## src/design/shp_pkg.sv

```systemverilog
// Function
// RQ1: Ordinary bursts allow up to 8 word beats, or 16 half-word beats.
// RQ2: Host holds select or read strobe high between ordinary bursts.
// RQ3: Half-width bursts leave the upper data lanes undriven.
// RQ4: Read cycle starts with select and read strobe low, ends when either rises.
// RQ5: FIFO select high on a read skips decode and reads the receive FIFO.
// RQ6: Direct FIFO reads still use address bits 2..1, ignore bits 7..3. Here bit 1 picks the half and a change of any address bit starts a new beat.
// RQ7: Direct receive FIFO bursts have no beat limit.
// RQ8: After a direct burst ends, host keeps the strobe high before the next.
// RQ9: FIFO select high on a write skips decode and writes the transmit FIFO.
// RQ10: FIFO select is sampled like an address line; cycles are otherwise ordinary.
// RQ11: Direct FIFO writes use address bits 2..1 and ignore bits 7..3.
// RQ12: Writes are single cycles separated by a strobe high period.
// RQ13: Write cycle starts with select and write strobe low, ends when either rises.
// RQ14: Half-width writes ignore the upper data lanes.
// RQ15: Half-width direct single reads leave the upper data lanes undriven.
// RQ16: Data bus is 32 bits with an optional 16-bit width.
// RQ17: Register values are latched once at the start of each read beat.
// RQ18: With FIFO select low the full address is decoded normally.
package shp_pkg;

	localparam int DATA_W      = 32;
	localparam int HALF_W      = 16;
	localparam int FIFO_DEPTH  = 32;
	localparam int BEAT_W      = 5;
	localparam int ADDR_HI     = 7;
	localparam int ADDR_LO     = 1;
	localparam int REGION_HI   = 7;
	localparam int REGION_LO   = 5;
	localparam int HALF_BIT    = 1;

	localparam logic [BEAT_W-1:0] BURST32_MAX = 5'h08;
	localparam logic [BEAT_W-1:0] BURST16_MAX = 5'h10;
	localparam logic [BEAT_W-1:0] BEAT_ZERO   = 5'h00;
	localparam logic [BEAT_W-1:0] BEAT_ONE    = 5'h01;

	localparam logic [2:0]        REGION_RX   = 3'h0;
	localparam logic [2:0]        REGION_TX   = 3'h1;
	localparam logic [DATA_W-1:0] WORD_ZERO   = 32'h00000000;
	localparam logic [HALF_W-1:0] HALF_ZERO   = 16'h0000;

	typedef enum logic [1:0] {
		SHP_IDLE  = 2'h0,
		SHP_READ  = 2'h1,
		SHP_WRITE = 2'h2
	} shp_state_t;

	typedef enum logic [1:0] {
		SHP_TGT_REG = 2'h0,
		SHP_TGT_RX  = 2'h1,
		SHP_TGT_TX  = 2'h2
	} shp_target_t;

	// FIFO select overrides the region bits; bits 2..1 are never part of the decode
	function automatic shp_target_t shp_decode(
		input logic                 fifo_sel,
		input logic [ADDR_HI:ADDR_LO] addr,
		input logic                 is_write
	);
		shp_target_t t;
		t = SHP_TGT_REG;
		if (fifo_sel) begin
			t = is_write ? SHP_TGT_TX : SHP_TGT_RX;
		end else if (!is_write && addr[REGION_HI:REGION_LO] == REGION_RX) begin
			t = SHP_TGT_RX;
		end else if (is_write && addr[REGION_HI:REGION_LO] == REGION_TX) begin
			t = SHP_TGT_TX;
		end
		return t;
	endfunction

	// Clears the upper lanes when the bus is strapped half width
	function automatic logic [DATA_W-1:0] shp_lane_mask(
		input logic [DATA_W-1:0] w,
		input logic              half
	);
		return half ? {HALF_ZERO, w[HALF_W-1:0]} : w;
	endfunction

endpackage

```

## src/design/shp_stream_if.sv

```systemverilog
`timescale 1ns/1ps
interface shp_stream_if #(
	parameter int W = 32
) ();
	logic [W-1:0] data;
	logic         valid;
	logic         ready;

	modport src (
		output data,
		output valid,
		input  ready
	);
	modport snk (
		input  data,
		input  valid,
		output ready
	);
endinterface

```

## src/design/shp_fifo.sv

```systemverilog
`timescale 1ns/1ps
module shp_fifo #(
	parameter int W     = 32,
	parameter int DEPTH = 32
) (
	input  wire logic   sys_clk,
	input  wire logic   rstn,
	shp_stream_if.snk   in_s,
	shp_stream_if.src   out_s
);
	localparam int PW = $clog2(DEPTH);

	logic [W-1:0] mem_r [DEPTH];
	logic [PW:0]  wr_ptr_r;
	logic [PW:0]  rd_ptr_r;
	logic         full;
	logic         empty;
	logic         push;
	logic         pop;

	// Extra pointer bit tells full from empty without a counter
	assign empty = (wr_ptr_r == rd_ptr_r);
	assign full  = (wr_ptr_r[PW] != rd_ptr_r[PW]) && (wr_ptr_r[PW-1:0] == rd_ptr_r[PW-1:0]);
	assign push  = in_s.valid && !full;
	assign pop   = out_s.ready && !empty;

	assign in_s.ready  = !full;
	assign out_s.valid = !empty;
	assign out_s.data  = mem_r[rd_ptr_r[PW-1:0]];

	always_ff @(posedge sys_clk) begin
		if (push) begin
			mem_r[wr_ptr_r[PW-1:0]] <= in_s.data;
		end
	end

	always_ff @(posedge sys_clk) begin
		if (!rstn) begin
			wr_ptr_r <= '0;
		end else if (push) begin
			wr_ptr_r <= wr_ptr_r + 1'b1;
		end
	end

	always_ff @(posedge sys_clk) begin
		if (!rstn) begin
			rd_ptr_r <= '0;
		end else if (pop) begin
			rd_ptr_r <= rd_ptr_r + 1'b1;
		end
	end
endmodule

```

## src/design/shp_host_port.sv

```systemverilog
`timescale 1ns/1ps
module shp_host_port #(
	parameter int DATA_W     = shp_pkg::DATA_W,
	parameter int FIFO_DEPTH = shp_pkg::FIFO_DEPTH
) (
	input  wire logic                          sys_clk,
	input  wire logic                          rstn,
	input  wire logic                          bus_is_16,
	input  wire logic                          chip_select_low,
	input  wire logic                          read_strobe_low,
	input  wire logic                          write_strobe_low,
	input  wire logic                          fifo_sel,
	input  wire logic [shp_pkg::ADDR_HI:shp_pkg::ADDR_LO] addr,
	input  wire logic [DATA_W-1:0]             data_in,
	output logic      [DATA_W-1:0]             data_out,
	output logic                               data_oe_lo,
	output logic                               data_oe_hi,
	output logic [shp_pkg::ADDR_HI:shp_pkg::ADDR_LO] reg_addr,
	output logic                               reg_rd_req,
	input  wire logic [DATA_W-1:0]             reg_rd_data,
	output logic                               reg_wr_stb,
	output logic      [DATA_W-1:0]             reg_wr_data,
	input  wire logic [DATA_W-1:0]             rx_in_data,
	input  wire logic                          rx_in_valid,
	output logic                               rx_in_ready,
	output logic      [DATA_W-1:0]             tx_out_data,
	output logic                               tx_out_valid,
	input  wire logic                          tx_out_ready,
	output logic                               rx_underrun,
	output logic                               tx_overflow,
	output logic                               burst_excess
);

	// ==========================================================
	// FIFOs on the data path
	// ==========================================================
	shp_stream_if #(.W(DATA_W)) rx_in_s  ();
	shp_stream_if #(.W(DATA_W)) rx_out_s ();
	shp_stream_if #(.W(DATA_W)) tx_in_s  ();
	shp_stream_if #(.W(DATA_W)) tx_out_s ();

	assign rx_in_s.data   = rx_in_data;
	assign rx_in_s.valid  = rx_in_valid;
	assign rx_in_ready    = rx_in_s.ready;
	assign tx_out_data    = tx_out_s.data;
	assign tx_out_valid   = tx_out_s.valid;
	assign tx_out_s.ready = tx_out_ready;

	shp_fifo #(
		.W     (DATA_W),
		.DEPTH (FIFO_DEPTH)
	) u_rx_fifo (
		.sys_clk (sys_clk),
		.rstn    (rstn),
		.in_s    (rx_in_s.snk),
		.out_s   (rx_out_s.src)
	);

	shp_fifo #(
		.W     (DATA_W),
		.DEPTH (FIFO_DEPTH)
	) u_tx_fifo (
		.sys_clk (sys_clk),
		.rstn    (rstn),
		.in_s    (tx_in_s.snk),
		.out_s   (tx_out_s.src)
	);

	// ==========================================================
	// Cycle framing
	// ==========================================================
	shp_pkg::shp_state_t  state_r;
	shp_pkg::shp_state_t  state_nxt;
	shp_pkg::shp_target_t tgt_r;
	shp_pkg::shp_target_t beat_tgt;
	shp_pkg::shp_target_t wr_tgt;

	logic                                         rd_go;
	logic                                         wr_go;
	logic                                         beat_start;
	logic                                         wr_end;
	logic                                         beat_r;
	logic                                         sel_r;
	logic [shp_pkg::ADDR_HI:shp_pkg::ADDR_LO]     addr_r;
	logic [shp_pkg::BEAT_W-1:0]                   beat_cnt_r;
	logic [shp_pkg::BEAT_W-1:0]                   beat_max;
	logic [DATA_W-1:0]                            wdata_r;
	logic [shp_pkg::HALF_W-1:0]                   tx_lo_r;
	logic [DATA_W-1:0]                            rd_word;
	logic                                         half_hi;
	logic                                         rx_pop;
	logic                                         tx_push;
	logic [DATA_W-1:0]                            data_out_r;
	logic                                         rx_underrun_r;
	logic                                         tx_overflow_r;
	logic                                         burst_excess_r;
	logic                                         reg_rd_req_r;
	logic                                         reg_wr_stb_r;
	logic [DATA_W-1:0]                            reg_wr_data_r;

	// Both strobes low is the only way in; either rising ends the cycle
	assign rd_go = !chip_select_low && !read_strobe_low;   // [RQ4]
	assign wr_go = !chip_select_low && !write_strobe_low;  // [RQ13]

	// Inside a read, a new address marks the next burst beat
	assign beat_start = rd_go && ((state_r == shp_pkg::SHP_IDLE)
		|| (state_r == shp_pkg::SHP_READ && ({fifo_sel, addr} != {sel_r, addr_r})));

	assign wr_end = (state_r == shp_pkg::SHP_WRITE) && !wr_go;  // [RQ13] [RQ12]

	// Same sampling as the address lines, so fifo_sel is just one more bit
	assign beat_tgt = shp_pkg::shp_decode(fifo_sel, addr, 1'b0);  // [RQ5] [RQ10] [RQ18]
	assign wr_tgt   = shp_pkg::shp_decode(sel_r, addr_r, 1'b1);   // [RQ9] [RQ10] [RQ18]

	always_comb begin
		state_nxt = state_r;
		unique case (state_r)
			shp_pkg::SHP_IDLE: begin
				if (rd_go) begin
					state_nxt = shp_pkg::SHP_READ;
				end else if (wr_go) begin
					state_nxt = shp_pkg::SHP_WRITE;
				end
			end
			shp_pkg::SHP_READ: begin
				if (!rd_go) begin
					state_nxt = shp_pkg::SHP_IDLE;  // [RQ4]
				end
			end
			shp_pkg::SHP_WRITE: begin
				if (!wr_go) begin
					state_nxt = shp_pkg::SHP_IDLE;  // [RQ13]
				end
			end
			default: begin
				state_nxt = shp_pkg::SHP_IDLE;
			end
		endcase
	end

	always_ff @(posedge sys_clk) begin
		if (!rstn) begin
			state_r <= shp_pkg::SHP_IDLE;
		end else begin
			state_r <= state_nxt;
		end
	end

	// Address and select are held for the whole beat; hold time may be zero
	always_ff @(posedge sys_clk) begin
		if (!rstn) begin
			addr_r <= '0;
			sel_r  <= 1'b0;
			tgt_r  <= shp_pkg::SHP_TGT_REG;
		end else if (beat_start) begin
			addr_r <= addr;
			sel_r  <= fifo_sel;
			tgt_r  <= beat_tgt;
		end else if (state_r != shp_pkg::SHP_READ && wr_go) begin
			addr_r <= addr;
			sel_r  <= fifo_sel;
		end
	end

	always_ff @(posedge sys_clk) begin
		if (!rstn) begin
			beat_r <= 1'b0;
		end else begin
			beat_r <= beat_start;
		end
	end

	// ==========================================================
	// Burst length policing
	// ==========================================================
	assign beat_max = bus_is_16 ? shp_pkg::BURST16_MAX : shp_pkg::BURST32_MAX;  // [RQ1]

	always_ff @(posedge sys_clk) begin
		if (!rstn) begin
			beat_cnt_r <= shp_pkg::BEAT_ZERO;
		end else if (beat_start && state_r == shp_pkg::SHP_IDLE) begin
			beat_cnt_r <= shp_pkg::BEAT_ONE;
		end else if (beat_start && beat_cnt_r != beat_max) begin
			beat_cnt_r <= beat_cnt_r + shp_pkg::BEAT_ONE;
		end
	end

	// Only flagged, never refused: the host owns the limit and the data still flows.
	// Direct receive bursts are exempt and may run without bound.
	always_ff @(posedge sys_clk) begin
		if (!rstn) begin
			burst_excess_r <= 1'b0;
		end else if (beat_start && state_r == shp_pkg::SHP_IDLE) begin
			burst_excess_r <= 1'b0;
		end else if (beat_start && !fifo_sel && beat_cnt_r == beat_max) begin
			burst_excess_r <= 1'b1;  // [RQ1] [RQ7]
		end
	end

	// ==========================================================
	// Read data path
	// ==========================================================
	// Bit 1 alone still picks the half in direct mode; bits 7..2 there only mark a new beat when they change
	assign half_hi = addr_r[shp_pkg::HALF_BIT];  // [RQ6]

	// A word leaves the receive FIFO on its last half, or whole on a wide bus
	assign rx_pop = beat_r && (tgt_r == shp_pkg::SHP_TGT_RX)
		&& (!bus_is_16 || half_hi);  // [RQ5] [RQ6]
	assign rx_out_s.ready = rx_pop;

	always_comb begin
		rd_word = reg_rd_data;
		if (tgt_r == shp_pkg::SHP_TGT_RX) begin
			rd_word = rx_out_s.data;
			if (bus_is_16 && half_hi) begin
				rd_word = {shp_pkg::HALF_ZERO, rx_out_s.data[DATA_W-1:shp_pkg::HALF_W]};
			end
		end
	end

	// Latched once per beat, so a counter ticking mid-cycle cannot tear the value
	always_ff @(posedge sys_clk) begin
		if (!rstn) begin
			data_out_r <= shp_pkg::WORD_ZERO;
		end else if (beat_r) begin
			data_out_r <= shp_pkg::shp_lane_mask(rd_word, bus_is_16);  // [RQ17] [RQ16]
		end
	end

	always_ff @(posedge sys_clk) begin
		if (!rstn) begin
			reg_rd_req_r <= 1'b0;
		end else begin
			reg_rd_req_r <= beat_start && (beat_tgt == shp_pkg::SHP_TGT_REG);  // [RQ18]
		end
	end

	always_ff @(posedge sys_clk) begin
		if (!rstn) begin
			rx_underrun_r <= 1'b0;
		end else begin
			rx_underrun_r <= rx_pop && !rx_out_s.valid;
		end
	end

	// Drivers follow the strobes directly so the bus is released at once
	assign data_oe_lo = (state_r == shp_pkg::SHP_READ) && rd_go && !beat_r;  // [RQ4]
	assign data_oe_hi = data_oe_lo && !bus_is_16;  // [RQ3] [RQ15] [RQ16]
	assign data_out   = data_out_r;

	// ==========================================================
	// Write data path
	// ==========================================================
	// Data is only good near the rising strobe, so keep the last sample
	always_ff @(posedge sys_clk) begin
		if (!rstn) begin
			wdata_r <= shp_pkg::WORD_ZERO;
		end else if (wr_go && state_r != shp_pkg::SHP_READ) begin
			wdata_r <= shp_pkg::shp_lane_mask(data_in, bus_is_16);  // [RQ14]
		end
	end

	// Half-width pushes pair low half first, then high half completes the word
	always_ff @(posedge sys_clk) begin
		if (!rstn) begin
			tx_lo_r <= shp_pkg::HALF_ZERO;
		end else if (wr_end && wr_tgt == shp_pkg::SHP_TGT_TX && !addr_r[shp_pkg::HALF_BIT]) begin
			tx_lo_r <= wdata_r[shp_pkg::HALF_W-1:0];  // [RQ11]
		end
	end

	assign tx_push = wr_end && (wr_tgt == shp_pkg::SHP_TGT_TX)
		&& (!bus_is_16 || addr_r[shp_pkg::HALF_BIT]);  // [RQ9] [RQ11]
	assign tx_in_s.valid = tx_push;
	assign tx_in_s.data  = bus_is_16
		? {wdata_r[shp_pkg::HALF_W-1:0], tx_lo_r}
		: wdata_r;

	// A full FIFO drops the word; the host is expected to watch the level
	always_ff @(posedge sys_clk) begin
		if (!rstn) begin
			tx_overflow_r <= 1'b0;
		end else begin
			tx_overflow_r <= tx_push && !tx_in_s.ready;
		end
	end

	always_ff @(posedge sys_clk) begin
		if (!rstn) begin
			reg_wr_stb_r  <= 1'b0;
			reg_wr_data_r <= shp_pkg::WORD_ZERO;
		end else begin
			reg_wr_stb_r  <= wr_end && (wr_tgt == shp_pkg::SHP_TGT_REG);  // [RQ12] [RQ18]
			reg_wr_data_r <= wdata_r;
		end
	end

	// ==========================================================
	// Outputs
	// ==========================================================
	assign reg_addr     = addr_r;
	assign reg_rd_req   = reg_rd_req_r;
	assign reg_wr_stb   = reg_wr_stb_r;
	assign reg_wr_data  = reg_wr_data_r;
	assign rx_underrun  = rx_underrun_r;
	assign tx_overflow  = tx_overflow_r;
	assign burst_excess = burst_excess_r;

endmodule

```

## config.mk

```make
export PLATFORM = sky130hd
export DESIGN_NAME = shp_host_port
export DESIGN_NICKNAME = d
export VERILOG_FILES = /design/src/design/shp_pkg.sv /design/src/design/shp_stream_if.sv /design/src/design/shp_fifo.sv /design/src/design/shp_host_port.sv
export SDC_FILE = /design/constraint.sdc
export NUM_CORES = 2
export LEC_CHECK = 0
export ABC_AREA = 1
export ABC_CLOCK_PERIOD_IN_PS = 5170
export BUFFER_PORTS_ARGS = -buffer_cell sky130_fd_sc_hd__buf_2
export CAP_MARGIN = 25
export CORE_ASPECT_RATIO = 2
export CORE_UTILIZATION = 24
export DETAILED_ROUTE_END_ITERATION = 10
export PLACE_DENSITY = 0.35
export SLEW_MARGIN = 30
export SYNTH_ARGS = -nofsm -noshare
export SYNTH_HDL_FRONTEND = slang
export SYNTH_HIERARCHICAL = 1
export SYNTH_SLANG_ARGS = --single-unit
```

## constraint.sdc

```tcl
create_clock -name sys_clk -period 5.17 [get_ports sys_clk]
set_input_delay 1.034 -clock sys_clk [delete_from_list [all_inputs] [get_ports sys_clk]]
set_output_delay 1.034 -clock sys_clk [all_outputs]
set_load 0.005 [all_outputs]
```

==> run_results.csv <==
group,metric,value,unit
status,status,"finished, final reports clean",
critical_path,cp_data_arrival_time,3.83,ns
detailed_routing,drt-initial-drc-count,4059,
global_routing,first_pass_grt_wire_length,487,mm
cts,postCtsSetupRepairBufs,0,
floorplanning,initial_utilization,24.1,%
min_path,hold_path_class,"in -> reg",
cts,clockRootBuffer,"clkbuf_16",
sta,timing.final.hold_violations,0,
logic_synthesis,top_cells_by_area_in_the_synthesized_netlist,"edfxtp_1, nand2_1, nand3_1",
detailed_routing,drtAntennaViolNets,0,
min_path,worst_hold_path_depth,3,
logic_synthesis,synth_enable_flop_cells,2048,
logic_synthesis,synth_seq_cells,2216,
detailed_routing,drt-wirelength-per-cell,26.6,um
layout,drive_above_1_share,11.2,%
pwr,p_leak,37.2,nW
logic_synthesis,synth.net_count,7978,
floorplanning,die-width,435,um
logic_synthesis,synth_async_sr_flop_share,0,%
cts,cts_made_buffers,226,
logic_synthesis,ys.flop_type,"edfxtp_1",
cts,clock_sink_count,2216,
place,placement.io_buffers,223,
logic_synthesis,post-synth-top-count-cell,"nand2_1",
logic_synthesis,synth_top_cell_area_share,68.4,%
floorplanning,num_io_pins,224,
run,max-cap-violations,0,
pwr,p_total,0.0392,W
sta,timing.slew.headroom,21.5,%
place,gpl.final_weighted_congestion,0.780,
sta,setup_tns,0,ns
pwr,worst_ir_drop_vdd,0.000254,V
logic_synthesis,syn_avg_cell_area,11.4,um^2
detailed_routing,wirelength,350,mm
logic_synthesis,post_synthesis_cell_type_with_the_largest_combined_area,"edfxtp_1",
sta,period_minus_slack,4.86,ns
global_routing,grt_pass1_vias,60500,
min_path,timing.hold.worst.start,"addr[2]",
logic_synthesis,ys_warn_count,6,
floorplanning,die-height,867,um
logic_synthesis,synthDistinctLibCells,34,
critical_path,timing.reg2reg.setup_slack,1.37,ns
detailed_routing,via_per_inst,4.57,
cts,ctsLongestPathBuffers,4,
critical_path,critical_path.endpoint_type,"primary output",
floorplanning,num_rows,317,
global_routing,grt_total_ovfl,0,
critical_path,cp_data_required_time,4.14,ns
critical_path,worst-setup-path-type,"reg -> out",
sta,setup_viol,0,
logic_synthesis,synth-seq-area-share,72.2,%
cts,clk_transition_reported_paths,0.07,ns
cts,cts.repair.resized,0,
layout,layout_stage_area_growth_over_the_synthesis_result,17.0,%
logic_synthesis,mapped_area,89900,um^2
floorplanning,core_region_area,372000,um^2
critical_path,slowest_stage_cell_cp,"dfxtp_4",
sta,rsz_0062_raised_after_global_routing,"no",
floorplanning,fp.dieArea,377000,um^2
critical_path,worstRegToRegCells,13,
place,dp_hpwl,208,mm
sta,post-route-period-util,94.0,%
cts,worstSkewPairLatency,0.92,ns
detailed_routing,drcViolationCount,0,
sta,fin_skew,0.0766,ns
sta,least_margin_pin_slew,1.17,ns
cts,cts_tree,"built",
critical_path,startpoint_type,"flip-flop",
sta,slew_viol_final,0,
critical_path,crit_path_max_incr_delay,0.75,ns
detailed_routing,drt_pre_antenna_iters,5,
global_routing,initial_antenna_violation_count,38,
min_path,min_to,"reg_addr[2]",
critical_path,total_buffers_and_inverters_traversed_by_the_critical_path,2,
critical_path,crit-reg2reg-capture,"data_out[12]",
critical_path,critPathMaxFanout,166,
cts,cts-hold-fix-buffers,0,
detailed_routing,num_vias,60300,
cts,cts_htree_levels,4,
sta,timing.fmax,206,MHz
sta,hold_slack,0.381,ns
pwr,power.density,373,nW/um^2
critical_path,cp_cell_sequence,"inv_16, nand2_1, nand3_1, nand3_1, nand2_1, nand2_1, nand3_1, and2_1, buf_2",
layout,finish.net_count,8170,
global_routing,groute.usage.overall,18.2,%
logic_synthesis,syn_inst,7854,
logic_synthesis,netlist_top_cells_count,"nand2_1, edfxtp_1, nand3_1",
global_routing,grt_max_degree,167,
critical_path,cpLargestDelayFamily,"simple AND/OR/NAND/NOR gates",
per-layer routing:
| metal | part of all wire, % | wire length, um | up-vias | GRT usage [%] |
|---|---|---|---|---|
| met5 | 0.025 | 87 | - | 0 |
| met3 | 3.6 | 12500 | 496 | 2.00 |
| met4 | 3.4 | 11900 | 14 | 5.89 |
| li1 | - | - | 27800 | - |
| met1 | 38 | 132000 | 30600 | 20.1 |
| met2 | 55 | 194000 | 1404 | 35.6 |
metrics by stage:
step / instance area, um^2 / setup WS (ns) / cells / utilization [%]
CTS: 105000 / 0.176 / 13200 / 28.2
global placement: 97400 / 1.06 / 12800 / 26.2
global route: 105000 / 0.151 / 13200 / 28.2
finish: 105000 / 0.308 / 13200 / 28.2
floorplan: 89900 / 0.608 / 7854 / -
detailed placement: 97800 / 1.16 / 12800 / 26.3
worst max-delay path by stage:
stage / startpoint / to / cells past startpoint
global route: flip-flop / tx_out_data[22] / 9
global placement: chip_select_low / u_tx_fifo/mem_r[19][19] / 12
floorplan: bus_is_16 / u_tx_fifo/mem_r[24][0] / 9
detailed placement: chip_select_low / u_tx_fifo/mem_r[19][18] / 12
finish: flip-flop / tx_out_data[24] / 9
CTS: flip-flop / tx_out_data[22] / 9
cells by family (layout without fill, tap and decap cells):
group / count (synthesis) / in the layout / synth area share (%)
simple gates: 4679 / 4679 / 22.3
flops: 2216 / 2216 / 72.2
buf+inv: 654 / 1023 / 3.64
compound gates: 279 / 279 / 1.61
xor+xnor: 14 / 14 / 0.136
fa+ha+maj: 12 / 12 / 0.167
other cells: 0 / 12 / 0
power by group:
part	total, W	internal, W	switching (W)
Clock	0.0169	0.00949	0.00737
Sequential	0.0197	0.0196	0.0000872
Combinational	0.00257	0.000658	0.00191
Total	0.0392	0.0298	0.00937
area by class of cell:
type | count | area (um^2)
Tap cell | 4944 | 6190
Fill cell | 38300 | 267000
Sequential cell | 2216 | 64900
Timing Repair Buffer | 464 | 3690
Clock inverter | 134 | 1360
Antenna cell | 12 | 30.0
Clock buffer | 271 | 5940
Inverter | 154 | 651
Multi-Input combinational cell | 4984 | 22400
flip-flops by register name, summed over array words and instances (netlist names), 2 cells and up, named ones only:
register            cells
beat_cnt_r              5
data_out               32
reg_addr                7
reg_wr_data            32
state_r                 2
tx_lo_r                16
u_rx_fifo/mem_r      1024
u_rx_fifo/rd_ptr_r      6
u_rx_fifo/wr_ptr_r      6
u_tx_fifo/mem_r      1024
u_tx_fifo/rd_ptr_r      6
u_tx_fifo/wr_ptr_r      6
wdata_r                32
tightest hold or removal path, delay by kind of cell:
| kind | cells | cell delay (ns) |
|---|---|---|
| buffers and inverters | 1 | 0.10 |
| and+or+nand+nor | 2 | 0.13 |
layout by cell type (no fill, tap or decap), drive strengths merged, types with 6 or more instances in the layout:
master	instances
a21oi	128
and2	64
buf	464
bufinv	27
clkbuf	271
clkinv	103
clkinvlp	13
dfxtp	168
diode	12
edfxtp	2048
ha	12
inv	145
nand2	2749
nand3	1704
nand4	24
nor2	78
nor3	56
o211ai	16
o21ai	135
xnor2	8
xor2	6
Power figures use the tool's default switching activity.
